File: src/common/rpa_pkg.sv
package rpa_pkg;

   // ----------------------------------------------------------------
   // Sizes
   // ----------------------------------------------------------------
   localparam int LANES = 4;
   localparam int SPACING_W = 16;
   localparam int VIOL_W = 2;
   localparam int TP_W = 8;
   localparam int REP_W = 3;
   localparam logic [REP_W-1:0] REPEAT_LIMIT = 3'h4;

   // ----------------------------------------------------------------
   // Register map, byte addresses on the Wishbone port
   // ----------------------------------------------------------------
   localparam int ADR_W = 8;
   localparam logic [ADR_W-1:0] ADDR_CTRL = 8'h00;
   localparam logic [ADR_W-1:0] ADDR_SPACING = 8'h04;
   localparam logic [ADR_W-1:0] ADDR_STATUS = 8'h08;
   localparam logic [ADR_W-1:0] ADDR_ALIGN_STAT = 8'h0C;
   localparam logic [ADR_W-1:0] ADDR_PCS_STAT = 8'h10;

   // Control register fields and reset value, spacing reset value
   localparam int CTRL_W = 2;
   localparam int CTRL_TP_EN_BIT = 0;
   localparam int CTRL_SUBLAYER_BIT = 1;
   localparam logic [CTRL_W-1:0] CTRL_RST = 2'h2;
   localparam logic [SPACING_W-1:0] SPACING_RST = 16'h0FFF;

   // Status register fields
   localparam int STAT_ALIGNED_BIT = 0;
   localparam int STAT_HIBER_BIT = 1;
   localparam int STAT_STATUS_BIT = 2;
   localparam int STAT_ALIGN_ERR_BIT = 3;
   localparam int STAT_REPEAT_LSB = 4;
   localparam int STAT_SPACING_LSB = 8;

   // Management image fields
   localparam int ALIGN_STAT_ALIGNED_BIT = 12;
   localparam int PCS_STAT_HIBER_BIT = 1;
   localparam int PCS_STAT_STATUS_BIT = 12;

   // ----------------------------------------------------------------
   // Types
   // ----------------------------------------------------------------
   typedef struct packed {
      logic marker_seen;
      logic marker_bad;
      logic bip_bad;
   } rpa_lane_evt_type;

   typedef struct packed {
      logic repeat_err;
      logic word_err;
      logic parity_err;
      logic spacing_err;
      logic misalign;
   } rpa_lane_stat_type;

   typedef enum logic {LANE_NOREF, LANE_TRACK} rpa_lane_state_type;

endpackage

File: src/core/rpa_lane.sv
`timescale 1ns/1ps
`default_nettype none

module rpa_lane
   import rpa_pkg::*;
(
   input wire logic clk_i,
   input wire logic rst_i,
   input wire logic word_valid_i,
   input wire rpa_lane_evt_type evt_i,
   input wire logic [SPACING_W-1:0] spacing_i,
   input wire logic ever_aligned_i,
   output rpa_lane_stat_type stat_o
);

   rpa_lane_state_type st_r, st_nxt;
   logic [SPACING_W-1:0] gap_r, gap_nxt;
   logic [SPACING_W-1:0] delay_r, delay_nxt;
   logic [REP_W-1:0] rep_r, rep_nxt;
   logic pending_r, pending_nxt;
   rpa_lane_stat_type stat_r, stat_nxt;
   logic bad_seen;
   logic good_seen;

   assign bad_seen = evt_i.marker_seen & evt_i.marker_bad;
   assign good_seen = evt_i.marker_seen & ~evt_i.marker_bad;
   assign stat_o = stat_r;

   // ----------------------------------------------------------------
   // Marker tracking
   // ----------------------------------------------------------------
   always_comb
   begin
      st_nxt = st_r;
      gap_nxt = gap_r;
      delay_nxt = delay_r;
      rep_nxt = rep_r;
      pending_nxt = pending_r;
      stat_nxt = stat_r;
      stat_nxt.word_err = bad_seen;
      stat_nxt.parity_err = evt_i.marker_seen & evt_i.bip_bad;
      stat_nxt.misalign = 1'b0;
      // Marker words are not counted, so a correct gap equals length minus one
      if (evt_i.marker_seen)
      begin
         gap_nxt = '0;
         st_nxt = LANE_TRACK;
         if (st_r == LANE_TRACK)
         begin
            stat_nxt.spacing_err = (gap_r != spacing_i);
         end
      end
      else if (word_valid_i)
      begin
         gap_nxt = gap_r + 16'h0001;
      end
      if (good_seen)
      begin
         rep_nxt = '0;
      end
      else if (bad_seen && rep_r != REPEAT_LIMIT)
      begin
         rep_nxt = rep_r + 3'h1;
      end
      // Flag clears only once a good marker ends the error run
      stat_nxt.repeat_err = (rep_nxt == REPEAT_LIMIT);
      // Report one metaframe later; a fresh error at the deadline re-arms
      if (pending_r && word_valid_i)
      begin
         if (delay_r == '0)
         begin
            stat_nxt.misalign = 1'b1;
            pending_nxt = 1'b0;
         end
         else
         begin
            delay_nxt = delay_r - 16'h0001;
         end
      end
      if (bad_seen && ever_aligned_i)
      begin
         pending_nxt = 1'b1;
         delay_nxt = spacing_i;
      end
   end

   always_ff @(posedge clk_i)
   begin
      if (rst_i)
      begin
         st_r <= LANE_NOREF;
         gap_r <= '0;
         delay_r <= '0;
         rep_r <= '0;
         pending_r <= 1'b0;
         stat_r <= '0;
      end
      else
      begin
         st_r <= st_nxt;
         gap_r <= gap_nxt;
         delay_r <= delay_nxt;
         rep_r <= rep_nxt;
         pending_r <= pending_nxt;
         stat_r <= stat_nxt;
      end
   end
endmodule

`default_nettype wire

File: src/core/rpa_align_status.sv
`timescale 1ns/1ps
`default_nettype none
// Function
// - Per lane, flag stays high after four bad markers in a row until cleared.
// - Per lane, one-cycle pulse for each malformed lane marker word.
// - One-cycle misalignment pulse when a bad marker is seen on any lane.
// - Misalignment only after lanes aligned once and a bad marker followed.
// - Misalignment pulse comes one metaframe after the causing marker error.
// - Alignment error level while alignment errors exist or alignment was lost.
// - Per lane, one-cycle pulse when the lane parity signature is wrong.
// - All-aligned level high only while every lane is aligned and deskewed.
// - Low all-aligned level is reported as a receive local fault.
// - All-aligned level equals management bit 3.50.12 image.
// - High error rate level mirrors BER monitor and management bit 3.32.1.
// - Sublayer status is aligned and not high error rate.
// - Two-bit increment counts decoder error-state cycles.
// - In sublayer-only mode a qualifier marks the code violation increment valid.
// - Eight-bit one-cycle increment reports test pattern mismatches.
// - Test pattern increment stays zero unless test pattern checking is enabled.
// - In sublayer-only mode a qualifier marks the test pattern increment valid.
// - Per lane, spacing error while markers arrive at the wrong interval.

module rpa_align_status
   import rpa_pkg::*;
(
   input wire logic CLK_SYS_I,
   input wire logic SYS_RST_I,
   input wire logic WB_CYC_I,
   input wire logic WB_STB_I,
   input wire logic WB_WE_I,
   input wire logic [ADR_W-1:0] WB_ADR_I,
   input wire logic [3:0] WB_SEL_I,
   input wire logic [31:0] WB_DAT_I,
   output logic [31:0] WB_DAT_O,
   output logic WB_ACK_O,
   input wire logic WORD_VALID_I,
   input wire rpa_lane_evt_type [LANES-1:0] LANE_EVT_I,
   input wire logic DESKEW_DONE_I,
   input wire logic HI_BER_I,
   input wire logic [VIOL_W-1:0] DECODE_ERR_I,
   input wire logic [TP_W-1:0] PATTERN_MISMATCH_I,
   output logic [LANES-1:0] LANE_MARKER_REPEAT_ERROR_FLAGS_O,
   output logic [LANES-1:0] LANE_MARKER_WORD_ERROR_PULSES_O,
   output logic [LANES-1:0] LANE_MARKER_SPACING_ERROR_FLAGS_O,
   output logic [LANES-1:0] PARITY_ERROR_PULSES_O,
   output logic MISALIGN_PULSE_O,
   output logic ALIGN_ERROR_O,
   output logic ALL_ALIGNED_O,
   output logic LOCAL_FAULT_O,
   output logic HIGH_ERROR_RATE_FLAG_O,
   output logic SUBLAYER_STATUS_O,
   output logic [VIOL_W-1:0] CODE_VIOL_INC_O,
   output logic CODE_VIOL_VALID_O,
   output logic [TP_W-1:0] PATTERN_MISMATCH_INC_O,
   output logic PATTERN_MISMATCH_VALID_O
);

   // ----------------------------------------------------------------
   // Declarations
   // ----------------------------------------------------------------
   rpa_lane_stat_type [LANES-1:0] lane_stat;
   logic [LANES-1:0] lane_misalign;
   logic [CTRL_W-1:0] ctrl_r, ctrl_nxt;
   logic [SPACING_W-1:0] spacing_r, spacing_nxt;
   logic ack_r, ack_nxt;
   logic [31:0] dat_r, dat_nxt;
   logic [31:0] rd_data;
   logic wr_take;
   logic aligned_r, aligned_nxt;
   logic fault_r, fault_nxt;
   logic hiber_r, hiber_nxt;
   logic status_r, status_nxt;
   logic align_err_r, align_err_nxt;
   logic ever_r, ever_nxt;
   logic mis_r, mis_nxt;
   logic [VIOL_W-1:0] viol_r, viol_nxt;
   logic viol_v_r, viol_v_nxt;
   logic [TP_W-1:0] tp_r, tp_nxt;
   logic tp_v_r, tp_v_nxt;

   // ----------------------------------------------------------------
   // Lanes
   // ----------------------------------------------------------------
   genvar g;
   generate
      for (g = 0; g < LANES; g++)
      begin : gen_lane
         rpa_lane u_lane (
            .clk_i(CLK_SYS_I),
            .rst_i(SYS_RST_I),
            .word_valid_i(WORD_VALID_I),
            .evt_i(LANE_EVT_I[g]),
            .spacing_i(spacing_r),
            .ever_aligned_i(ever_r),
            .stat_o(lane_stat[g])
         );
         assign LANE_MARKER_REPEAT_ERROR_FLAGS_O[g] = lane_stat[g].repeat_err;
         assign LANE_MARKER_WORD_ERROR_PULSES_O[g] = lane_stat[g].word_err;
         assign LANE_MARKER_SPACING_ERROR_FLAGS_O[g] = lane_stat[g].spacing_err;
         assign PARITY_ERROR_PULSES_O[g] = lane_stat[g].parity_err;
         assign lane_misalign[g] = lane_stat[g].misalign;
      end
   endgenerate

   // ----------------------------------------------------------------
   // Wishbone slave
   // ----------------------------------------------------------------
   // Reads are latched with the ack, so data is one cycle old at most
   always_comb
   begin
      rd_data = '0;
      if (WB_ADR_I == ADDR_CTRL)
      begin
         rd_data[CTRL_W-1:0] = ctrl_r;
      end
      else if (WB_ADR_I == ADDR_SPACING)
      begin
         rd_data[SPACING_W-1:0] = spacing_r;
      end
      else if (WB_ADR_I == ADDR_STATUS)
      begin
         rd_data[STAT_ALIGNED_BIT] = aligned_r;
         rd_data[STAT_HIBER_BIT] = hiber_r;
         rd_data[STAT_STATUS_BIT] = status_r;
         rd_data[STAT_ALIGN_ERR_BIT] = align_err_r;
         rd_data[STAT_REPEAT_LSB +: LANES] = LANE_MARKER_REPEAT_ERROR_FLAGS_O;
         rd_data[STAT_SPACING_LSB +: LANES] = LANE_MARKER_SPACING_ERROR_FLAGS_O;
      end
      else if (WB_ADR_I == ADDR_ALIGN_STAT)
      begin
         rd_data[ALIGN_STAT_ALIGNED_BIT] = aligned_r;
      end
      else if (WB_ADR_I == ADDR_PCS_STAT)
      begin
         rd_data[PCS_STAT_HIBER_BIT] = hiber_r;
         rd_data[PCS_STAT_STATUS_BIT] = status_r;
      end
   end

   assign wr_take = WB_CYC_I & WB_STB_I & WB_WE_I & ack_r;

   always_comb
   begin
      ack_nxt = WB_CYC_I & WB_STB_I & ~ack_r;
      dat_nxt = dat_r;
      ctrl_nxt = ctrl_r;
      spacing_nxt = spacing_r;
      if (ack_nxt)
      begin
         dat_nxt = rd_data;
      end
      // Writes land on the edge where the master sees ack
      if (wr_take && WB_ADR_I == ADDR_CTRL && WB_SEL_I[0])
      begin
         ctrl_nxt = WB_DAT_I[CTRL_W-1:0];
      end
      else if (wr_take && WB_ADR_I == ADDR_SPACING)
      begin
         if (WB_SEL_I[0])
         begin
            spacing_nxt[7:0] = WB_DAT_I[7:0];
         end
         if (WB_SEL_I[1])
         begin
            spacing_nxt[15:8] = WB_DAT_I[15:8];
         end
      end
   end

   always_ff @(posedge CLK_SYS_I)
   begin
      if (SYS_RST_I)
      begin
         ack_r <= 1'b0;
         dat_r <= '0;
         ctrl_r <= CTRL_RST;
         spacing_r <= SPACING_RST;
      end
      else
      begin
         ack_r <= ack_nxt;
         dat_r <= dat_nxt;
         ctrl_r <= ctrl_nxt;
         spacing_r <= spacing_nxt;
      end
   end

   assign WB_ACK_O = ack_r;
   assign WB_DAT_O = dat_r;

   // ----------------------------------------------------------------
   // Alignment and sublayer status
   // ----------------------------------------------------------------
   always_comb
   begin
      aligned_nxt = DESKEW_DONE_I;
      fault_nxt = ~DESKEW_DONE_I;
      hiber_nxt = HI_BER_I;
      status_nxt = DESKEW_DONE_I & ~HI_BER_I;
      ever_nxt = ever_r | aligned_r;
      // Loss after a first lock counts, as do live lane marker faults
      align_err_nxt = (ever_r & ~DESKEW_DONE_I) | (|LANE_MARKER_REPEAT_ERROR_FLAGS_O) |
                      (|LANE_MARKER_SPACING_ERROR_FLAGS_O);
      mis_nxt = |lane_misalign;
   end

   always_ff @(posedge CLK_SYS_I)
   begin
      if (SYS_RST_I)
      begin
         aligned_r <= 1'b0;
         fault_r <= 1'b0;
         hiber_r <= 1'b0;
         status_r <= 1'b0;
         ever_r <= 1'b0;
         align_err_r <= 1'b0;
         mis_r <= 1'b0;
      end
      else
      begin
         aligned_r <= aligned_nxt;
         fault_r <= fault_nxt;
         hiber_r <= hiber_nxt;
         status_r <= status_nxt;
         ever_r <= ever_nxt;
         align_err_r <= align_err_nxt;
         mis_r <= mis_nxt;
      end
   end

   assign ALL_ALIGNED_O = aligned_r;
   assign LOCAL_FAULT_O = fault_r;
   assign HIGH_ERROR_RATE_FLAG_O = hiber_r;
   assign SUBLAYER_STATUS_O = status_r;
   assign ALIGN_ERROR_O = align_err_r;
   assign MISALIGN_PULSE_O = mis_r;

   // ----------------------------------------------------------------
   // Increments
   // ----------------------------------------------------------------
   always_comb
   begin
      viol_nxt = {1'b0, DECODE_ERR_I[0]} + {1'b0, DECODE_ERR_I[1]};
      viol_v_nxt = ctrl_r[CTRL_SUBLAYER_BIT];
      tp_nxt = ctrl_r[CTRL_TP_EN_BIT] ? PATTERN_MISMATCH_I : '0;
      tp_v_nxt = ctrl_r[CTRL_SUBLAYER_BIT] & ctrl_r[CTRL_TP_EN_BIT];
   end

   // Each cycle holds a fresh increment, so a count never repeats
   always_ff @(posedge CLK_SYS_I)
   begin
      if (SYS_RST_I)
      begin
         viol_r <= '0;
         viol_v_r <= 1'b0;
         tp_r <= '0;
         tp_v_r <= 1'b0;
      end
      else
      begin
         viol_r <= viol_nxt;
         viol_v_r <= viol_v_nxt;
         tp_r <= tp_nxt;
         tp_v_r <= tp_v_nxt;
      end
   end

   assign CODE_VIOL_INC_O = viol_r;
   assign CODE_VIOL_VALID_O = viol_v_r;
   assign PATTERN_MISMATCH_INC_O = tp_r;
   assign PATTERN_MISMATCH_VALID_O = tp_v_r;
endmodule

`default_nettype wire

File: config.mk
export PLATFORM = sky130hd
export DESIGN_NAME = rpa_align_status
export DESIGN_NICKNAME = d
export VERILOG_FILES = /design/src/common/rpa_pkg.sv /design/src/core/rpa_lane.sv /design/src/core/rpa_align_status.sv
export SDC_FILE = /design/constraint.sdc
export NUM_CORES = 1
export LEC_CHECK = 0
export ABC_AREA = 1
export BUFFER_PORTS_ARGS = -buffer_cell sky130_fd_sc_hd__buf_2
export CAP_MARGIN = 25
export CORE_ASPECT_RATIO = 0.75
export CORE_MARGIN = 4
export CORE_UTILIZATION = 60
export DETAILED_ROUTE_END_ITERATION = 12
export PLACE_DENSITY = 0.82
export REMOVE_ABC_BUFFERS = 1
export SLEW_MARGIN = 10
export SYNTH_ARGS = -nofsm -noshare
export SYNTH_HDL_FRONTEND = slang
export SYNTH_SLANG_ARGS = --single-unit
File: constraint.sdc
create_clock -name CLK_SYS_I -period 3.45 [get_ports CLK_SYS_I]
set_clock_uncertainty 0.15 [all_clocks]
set_input_delay 0.69 -clock CLK_SYS_I [delete_from_list [all_inputs] [get_ports CLK_SYS_I]]
set_output_delay 0.69 -clock CLK_SYS_I [all_outputs]
set_load 0.05 [all_outputs]
# Yosys cells after proc, flatten, opt, wreduce, memory -nomap -nowiden
# Cells that the tools add are included.
[word_totals] input_bits=74 ff_bits=222
[op_classes] n_reduce_logical=54 bitwise=35 add_sub_neg=13 n_mux=48 n_eq_ne=20
[ops] op="2-to-1 mux 16 bit" n=12
[ops] op="adder 16 x 1 -> 16 bit, second input constant" n=4
[ops] op="zero test 16 bit" n=4
[ops] op="inequality test 16 bit" n=4
[ops] op="subtractor 16 x 1 -> 16 bit, second input constant" n=4
[ops] op="2-to-1 mux 3 bit" n=9
[ops] op="AND reduction 2 bit" n=12
[ops] op="2-to-1 mux 1 bit" n=23
[ops] op="bitwise AND 1 bit" n=19
[ops] op="OR reduction 2 bit" n=9
[ops] op="equality test 8 x 4 -> 1 bit, second input constant" n=2
[ops] op="nonzero test 2 bit" n=8
[ops] op="logical AND 1 bit" n=15
[ops] op="2-to-1 mux 14 bit" n=1
[ops] op="2-to-1 mux 13 bit" n=1
[ops] op="inverter 1 bit" n=13
[ops] op="adder 3 x 1 -> 3 bit, second input constant" n=4
[ops] op="equality test 3 bit, second input constant" n=4
[ops] op="inequality test 3 bit, second input constant" n=4
[ops] op="OR reduction 4 bit" n=3
[ops] op="2-to-1 mux 10 bit" n=1
[ops] op="equality test 8 x 3 -> 1 bit, second input constant" n=1
[ops] op="equality test 8 x 5 -> 1 bit, second input constant" n=1
[ops] op="zero test 8 bit" n=1
[ops] op="other kinds (5)" n=11

# Logic depth before layout (Yosys ltp)
# Gate-level depths: netlist of run 1.
[logic_depth] ltp_word=7 ltp_mapped=11 ltp_nobuf=11

# By module
# A second synthesis of run 1 with hierarchy kept.
[unflattened] hier_cells=1820 area_unflattened_um2=12245.5
[modules_own_cells] module="rpa_lane" cells_per_inst=375 area_per_inst_um2=2477.4 instances=4
[modules_own_cells] module="rpa_align_status" cells_per_inst=320 area_per_inst_um2=2336.0 instances=1

# Worst setup path before layout of run 1
# No wires, ideal clock.
[synth_timing] kind="input port to flip-flop" startpoint="input WB_ADR_I[5]" endpoint="register spacing_r[15]" setup_time_ns=0.122 slack_ns=1.543 cell_stages=9 arrival_ns=1.635 required_ns=3.178 cell_sequence="nor2_1 nand3_1 inv_1 nand2_1 nor2_2 nand2_1 buf_2 o21ai_0 a21oi_1"
[synth_between] elab_chain_cells=5
[synth_rtl] item="start: declaration" line_no="rpa_align_status.sv:31" rtl="input wire logic [ADR_W-1:0] WB_ADR_I,"
[synth_rtl] item="zero test 8 bit" line_no="rpa_align_status.sv:153" rtl="if (wr_take && WB_ADR_I == ADDR_CTRL && WB_SEL_I[0])"
[synth_rtl] item="logical AND 1 bit (2 in series)" line_no="rpa_align_status.sv:153"
[synth_rtl] item="inverter 1 bit (no line)"
[synth_rtl] item="AND reduction 3 bit (no line) (*)"
[synth_rtl] item="end signal: assignment" line_no="rpa_align_status.sv:184" rtl="spacing_r <= spacing_nxt;"
[synth_rtl] item="end: declaration" line_no="rpa_align_status.sv:64" rtl="logic [SPACING_W-1:0] spacing_r, spacing_nxt;"
# Mark *: on every way between the ends. The rest lies on a longest branch, timed or not.
# A chain may end at the register's enable or synchronous reset.

# Worst setup path in the final report of run 1
[layout_timing] startpoint="register ever_r" endpoint="register gen_lane[3].u_lane.delay_r[4]"
[layout_between] elab_chain_cells=3
[layout_rtl] item="start: declaration" line_no="rpa_align_status.sv:74" rtl="logic ever_r, ever_nxt;"
[layout_rtl] item="start signal: assignment" line_no="rpa_align_status.sv:225" rtl="ever_r <= ever_nxt;"
[layout_rtl] item="logical AND 1 bit (*)" line_no="rpa_lane.sv:80" rtl="if (bad_seen && ever_aligned_i)"
[layout_rtl] item="inequality test 2 bit (no line) or nonzero test 2 bit (tied branches)"
[layout_rtl] item="AND reduction 2 bit (no line)"
[layout_rtl] item="end signal: assignment" line_no="rpa_lane.sv:102" rtl="delay_r <= delay_nxt;"
[layout_rtl] item="end: declaration" line_no="rpa_lane.sv:18" rtl="logic [SPACING_W-1:0] delay_r, delay_nxt;"
# Marked as above.

==> flow_summary.ini, run 1 <==
[detailed_routing]
routed-wl-met3_um = 3440
top_layer = met4
vias_per_cell = 5.60
wl_um = 34800
met1_length_um = 15200
wl_met2_um = 15000
ant_nets = 0
drt_iter0_markers = 1519
drc = 0
drtPass1Iterations = 8
via_count = 12400
wire_per_inst_um = 15.7

[clock_tree]
post-cts-setup-buffers = 0
clk_latency_ps = 530
numClockSinks = 222
path_clk_slew_ps = 60
cts_resized = 0
cts_tree = done
cts_inserted_buffers = 23
postCtsHoldBufs = 0
clockBufferDepth = 3
htree_levels = 1
cts.root.buffer_cell = clkbuf_16

[floorplan]
io_pins = 141
fp.coreArea_um2 = 20200
die_w_um = 173
die_y_um = 132
die_area_um2 = 22800
initial_core_util = 0.609
num_rows = 45

[global_routing]
grt_pass1_wl_um = 55500
grt_usage = 0.292
grt_pass1_vias = 11000
antenna_found_initial = 0
grt-ovfl-total = 0
grt_max_degree = 33

[logic_synthesis]
syn-mean-instance-area_um2 = 6.56
synth-seq-area-share = 0.362
synthDistinctLibCells = 48
synth_warnings = 0
ys.flop_type = dfxtp_1
yosys-top-cells-area = dfxtp_1 (36%), nand2_1 (14%), nor2_1 (9.5%), inv_1 (6.0%), a21oi_1 (5.2%)
ys_seq_elements = 222
synth_edf_count = 0
syn-instance-count = 1871
yosysTopAreaCellShare = 0.362
netlist_area_um2 = 12300
synth-async-reset-ratio = 0
yosysTopAreaCell = dfxtp_1

[sta]
slew_headroom = 0.490
whs_ps = 184
hold_violations = 0
worstMarginPinSlew_ps = 764
slew_violations = 0
setup_viol = 0
finalCritPeriodShare = 0.708
final.setup.tns_ps = 0
max_clock_freq_mhz = 409
rsz0062_at_grt = false
period_minus_slack_ps = 2440
setup_slack_ps = 1010

[finish]
num-nets-final = 2033
layout_common_cells = nand2_1 (443), nor2_1 (312), dfxtp_1 (222)
num-fill-cells = 1763
multi_input_area_um2 = 6560
regArea_um2 = 4440
fin_cells = 2216
drive_gt1_frac = 0.112
n_antenna_cell = 0
area_delta_synth_final_pct = 10.0
fin_util = 0.670
final_common_cell = nand2_1

[run_status]
status = complete, no violations

[pwr]
max-vdd-ir-drop_mv = 0.355
p_int_uw = 4430
p_leak_uw = 0.00633
swShare = 0.298
pwr-share-comb = 0.184
p_switching_uw = 1880
power_density_nw_per_um2 = 467
pwr-share-seq = 0.428
power.share.clock = 0.388

[min_path]
hold_path.class = input port to register

[placed_design]
placed_cells = 2175
pre_cts_slack_ps = 690
place_congestion = 0.941
hpwlAfterDp_um = 24500
port_buffers = 106

[critical_path]
criticalPathCategory = register to register
max_stage_delay_ps = 470
cp-start-kind = register
crit_top_cell = inv_2
cp_num_buf_inv = 3
crit_arrival_ps = 2730
endpoint_kind = register
path_cells = inv_2 > nor2_4 > inv_2 > nand3_1 > nand2_2 > inv_2 > o21ai_0 > a21oi_1
critical_path.max_fanout = 23
cp_top_family = simple AND/OR/NAND/NOR gates
slowest_stage = dfxtp_1
cp.required_ps = 3740

[flow_run]
cap_violations = 0
[synthesized netlist by cell type (3+ instances only)]
| library cell | number |
|---|---|
| a211oi_1 | 5 |
| inv_2 | 5 |
| nor2_1 | 312 |
| o21ai_0 | 98 |
| nor3_2 | 3 |
| nor3b_1 | 6 |
| o22ai_1 | 6 |
| clkbuf_1 | 31 |
| nand2_2 | 8 |
| nand2_1 | 443 |
| nand3b_1 | 4 |
| buf_6 | 6 |
| buf_4 | 33 |
| or2_2 | 7 |
| nor4_1 | 10 |
| o21a_1 | 4 |
| nor2_2 | 6 |
| nand3_1 | 116 |
| a21oi_1 | 127 |
| a31oi_1 | 6 |
| xor2_1 | 37 |
| dfxtp_1 | 222 |
| nor2_4 | 3 |
| buf_2 | 17 |
| nand4_1 | 31 |
| nor3_1 | 59 |
| a21oi_2 | 5 |
| nand3_2 | 9 |
| inv_1 | 196 |
| ha_1 | 17 |
| xnor2_1 | 13 |
[power by group through the flow]
stage,Sequential (uW),Combinational [uW],Clock (uW)
after floorplan,2780,832,0
after global placement,2750,1110,0
after detailed placement,2750,1140,0
after CTS,2700,1140,2470
after global routing,2710,1310,2570
final,2700,1160,2450
[cell type report]
| type | count | area share |
|---|---|---|
| clock buffer | 34 | 0.0516 |
| clock inverter | 7 | 0.00371 |
| inverter | 205 | 0.0577 |
| multi-input combinational | 1369 | 0.486 |
| sequential | 222 | 0.329 |
| tap | 258 | 0.0239 |
| timing repair buffer | 121 | 0.0478 |
[final timing paths]
check	start	to	slack, ps	depth (start not counted)
worst max-delay path	ever_r	gen_lane[3].u_lane.delay_r[4]	1010	8
worst min-delay path	DESKEW_DONE_I	LOCAL_FAULT_O	180	2
worst max register to register	ever_r	gen_lane[3].u_lane.delay_r[4]	1010	8
worst min register to register	WB_DAT_O[15]	WB_DAT_O[15]	320	2
[cells by family after synthesis]
group / Yosys count / share of synthesized area
and+or+nand+nor: 1027 / 0.365
buffers and inverters: 295 / 0.107
AOI/OAI and AO/OA: 259 / 0.112
DFF: 222 / 0.362
xor gates and xnor gates: 50 / 0.0357
adders and majority gates: 17 / 0.0173
other: 1 / 0.000306
[per-layer routing]
metal,vias to the layer above,track usage
li1,6099,-
met2,586,0.454
met5,-,0
met3,106,0.0376
met4,0,0.0988
met1,5611,0.421
[registers in the layout (all words and copies together), names as in the netlist, 2 cells and up]
name	flops
gen_lane.u_lane.delay_r	64
gen_lane.u_lane.gap_r	64
gen_lane.u_lane.st_r	4
spacing_r	16
gen_lane.u_lane.pending_r	4
gen_lane.u_lane.stat_o	20
ctrl_r	2
CODE_VIOL_INC_O	2
PATTERN_MISMATCH_INC_O	8
WB_DAT_O	16
gen_lane.u_lane.rep_r	12
[through the flow]
step                instance area, um^2  total power, uW
finish                            13500             6300
detailed placement                12800             3890
floorplan                         11800             3620
CTS                               13500             6310
global placement                  12800             3860
global route                      13500             6590
No activity file was read; power rests on OpenSTA's default activity.
==> run 2, diff against run 1 <==
--- a/config.mk
+++ b/config.mk
@@ -10,9 +10,9 @@
 export CAP_MARGIN = 25
 export CORE_ASPECT_RATIO = 0.75
 export CORE_MARGIN = 4
-export CORE_UTILIZATION = 60
+export CORE_UTILIZATION = 54
 export DETAILED_ROUTE_END_ITERATION = 12
-export PLACE_DENSITY = 0.82
+export PLACE_DENSITY = 0.78
 export REMOVE_ABC_BUFFERS = 1
 export SLEW_MARGIN = 10
 export SYNTH_ARGS = -nofsm -noshare
==> constraint.sdc (replaced) <==
create_clock -name CLK_SYS_I -period 2.18 [get_ports CLK_SYS_I]
set_clock_uncertainty 0.15 [all_clocks]
set_input_delay 0.436 -clock CLK_SYS_I [delete_from_list [all_inputs] [get_ports CLK_SYS_I]]
set_output_delay 0.436 -clock CLK_SYS_I [all_outputs]
set_load 0.05 [all_outputs]
==> run 2 against run 1 <==
Wire length is 5.1% higher. Global-route usage is 1.5 points lower. Sequential share of layout area is 1.5 points lower. Largest power group unchanged.
==> flow_summary.ini, run 2 (synthesized netlist as in run 1, its figures left out) <==
[floorplan]
fp.coreArea_um2 = 22200
initial_core_util = 0.552
die_area_um2 = 25200
die_w_um = 182
die_y_um = 139
io_pins = 141
num_rows = 47

[clock_tree]
cts.root.buffer_cell = clkbuf_16
clk_latency_ps = 530
clockBufferDepth = 3
cts_tree = done
cts_inserted_buffers = 23
numClockSinks = 222
htree_levels = 1
path_clk_slew_ps = 60

[global_routing]
grt_max_degree = 38
grt_pass1_vias = 11400
grt_usage = 0.277
antenna_found_initial = 0
grt-ovfl-total = 0
grt_pass1_wl_um = 57800

[sta]
finalCritPeriodShare = 0.924
rsz0062_at_grt = false
worstMarginPinSlew_ps = 712
setup_viol = 0
whs_ps = 17.6
period_minus_slack_ps = 2010
max_clock_freq_mhz = 496
slew_violations = 0
slew_headroom = 0.525
hold_violations = 0

[finish]
num-nets-final = 2096
fin_cells = 2315
final_common_cell = nand2_1
fin_util = 0.636
postLayoutCellArea_um2 = 14100
layout_common_cells = nand2_1 (442), nor2_1 (311), dfxtp_1 (222)
area_delta_synth_final_pct = 15.2
num-fill-cells = 2011
drive_gt1_frac = 0.132

[placed_design]
placed_area_um2 = 13200
hpwlAfterDp_um = 26100
port_buffers = 106
placed_cells = 2258
place_congestion = 0.950

[pwr]
p_leak_uw = 0.00666
power_density_nw_per_um2 = 737
max-vdd-ir-drop_mv = 0.642

[critical_path]
critical_path.max_fanout = 4
cp-start-kind = register
cp.required_ps = 2420
slowest_stage = dfxtp_1
crit_arrival_ps = 2260
endpoint_kind = register
cp_num_buf_inv = 2
cp_top_family = simple AND/OR/NAND/NOR gates
crit_path_start = gen_lane[0].u_lane.delay_r[0]
rr_startpoint = gen_lane[0].u_lane.delay_r[0]
max_stage_delay_ps = 320
crit_top_cell = nor2_1
criticalPathCategory = register to register
path_cells = inv_1 > ha_1 > inv_1 > nor2_1 > nand2_1 > nor2_2 > nand4_1 > nand2_1 > nor2_1 > nor2_1 > nor2_1

[detailed_routing]
ant_nets = 0
drt_iter0_markers = 1210
wl_um = 36600
wire_per_inst_um = 15.8
vias_per_cell = 5.42
drc = 0
via_count = 12500
drtPass1Iterations = 5

[min_path]
hold_path.class = input port to register
worstHoldStart = WB_DAT_I[10]

[flow_run]
cap_violations = 0

[run_status]
status = complete, no violations
-- run 2: changes by cell type in the layout (fill, tap and decap cells not counted), sizes merged --
cell         before  now
diode             0    1
clkbuf           34   33
buf             121  168
clkinvlp          3    0
inv             206  205
dlygate4sd3       0   16
bufinv            0    3
clkinv            3    4
-- run 2: through the flow --
step           setup WS, ps  setup TNS, ps  total power (uW)
4_1_cts                 141              0             10400
6_report                165              0             10400
3_5_place_dp            133              0              6200
2_1_floorplan         -18.7          -76.7              5720
3_3_place_gp            186              0              6150
5_1_grt                12.0              0             10900
-- run 2: final timing paths --
path                                    end  slack, ps  cells past startpoint
max          gen_lane[0].u_lane.delay_r[15]        170                     11
min                           spacing_r[10]         20                      3
max reg2reg  gen_lane[0].u_lane.delay_r[15]        170                     11
min reg2reg                MISALIGN_PULSE_O        310                      2
-- run 2: worst register-to-register path: stages (launching register included) --
cell     delay, ps
dfxtp_1        320
inv_1          100
ha_1           210
inv_1           50
nor2_1         170
nand2_1        150
nor2_2         190
nand4_1        140
nand2_1        190
nor2_1          70
nor2_1         100
nor2_1          50
-- run 2: layer usage --
layer	global-route usage	vias to the layer above	routed length (um)
li1	-	6232	-
met2	0.429	514	15900
met3	0.0708	92	3800
met4	0.0892	0	1180
met5	0	-	0
met1	0.379	5700	15700
-- run 2: timing repair --
item                       in CTS  in global routing
hold buffers                   15                  1
resized for setup               0                  2
setup endpoints to repair       0                  5
hold endpoints to repair       17                  1
setup buffers                   0                  0
-- run 2: area by class of cell --
type / instances / area (um^2) / area share
well taps: 294 / 368 / 0.0260
flip-flops and latches: 222 / 4440 / 0.315
clock inverters: 7 / 114 / 0.00806
diodes: 1 / 2.50 / 0.000177
multi-input cells: 1369 / 6570 / 0.465
repair buffers: 184 / 1170 / 0.0829
clock buffers: 33 / 683 / 0.0483
inverters: 205 / 779 / 0.0552
-- run 2: where the power goes --
group / internal [uW] / leakage [uW] / switching [uW]
Clock: 2520 / 0.000396 / 1700
Sequential: 4160 / 0.00180 / 103
Combinational: 676 / 0.00446 / 1240
Total: 7370 / 0.00666 / 3040
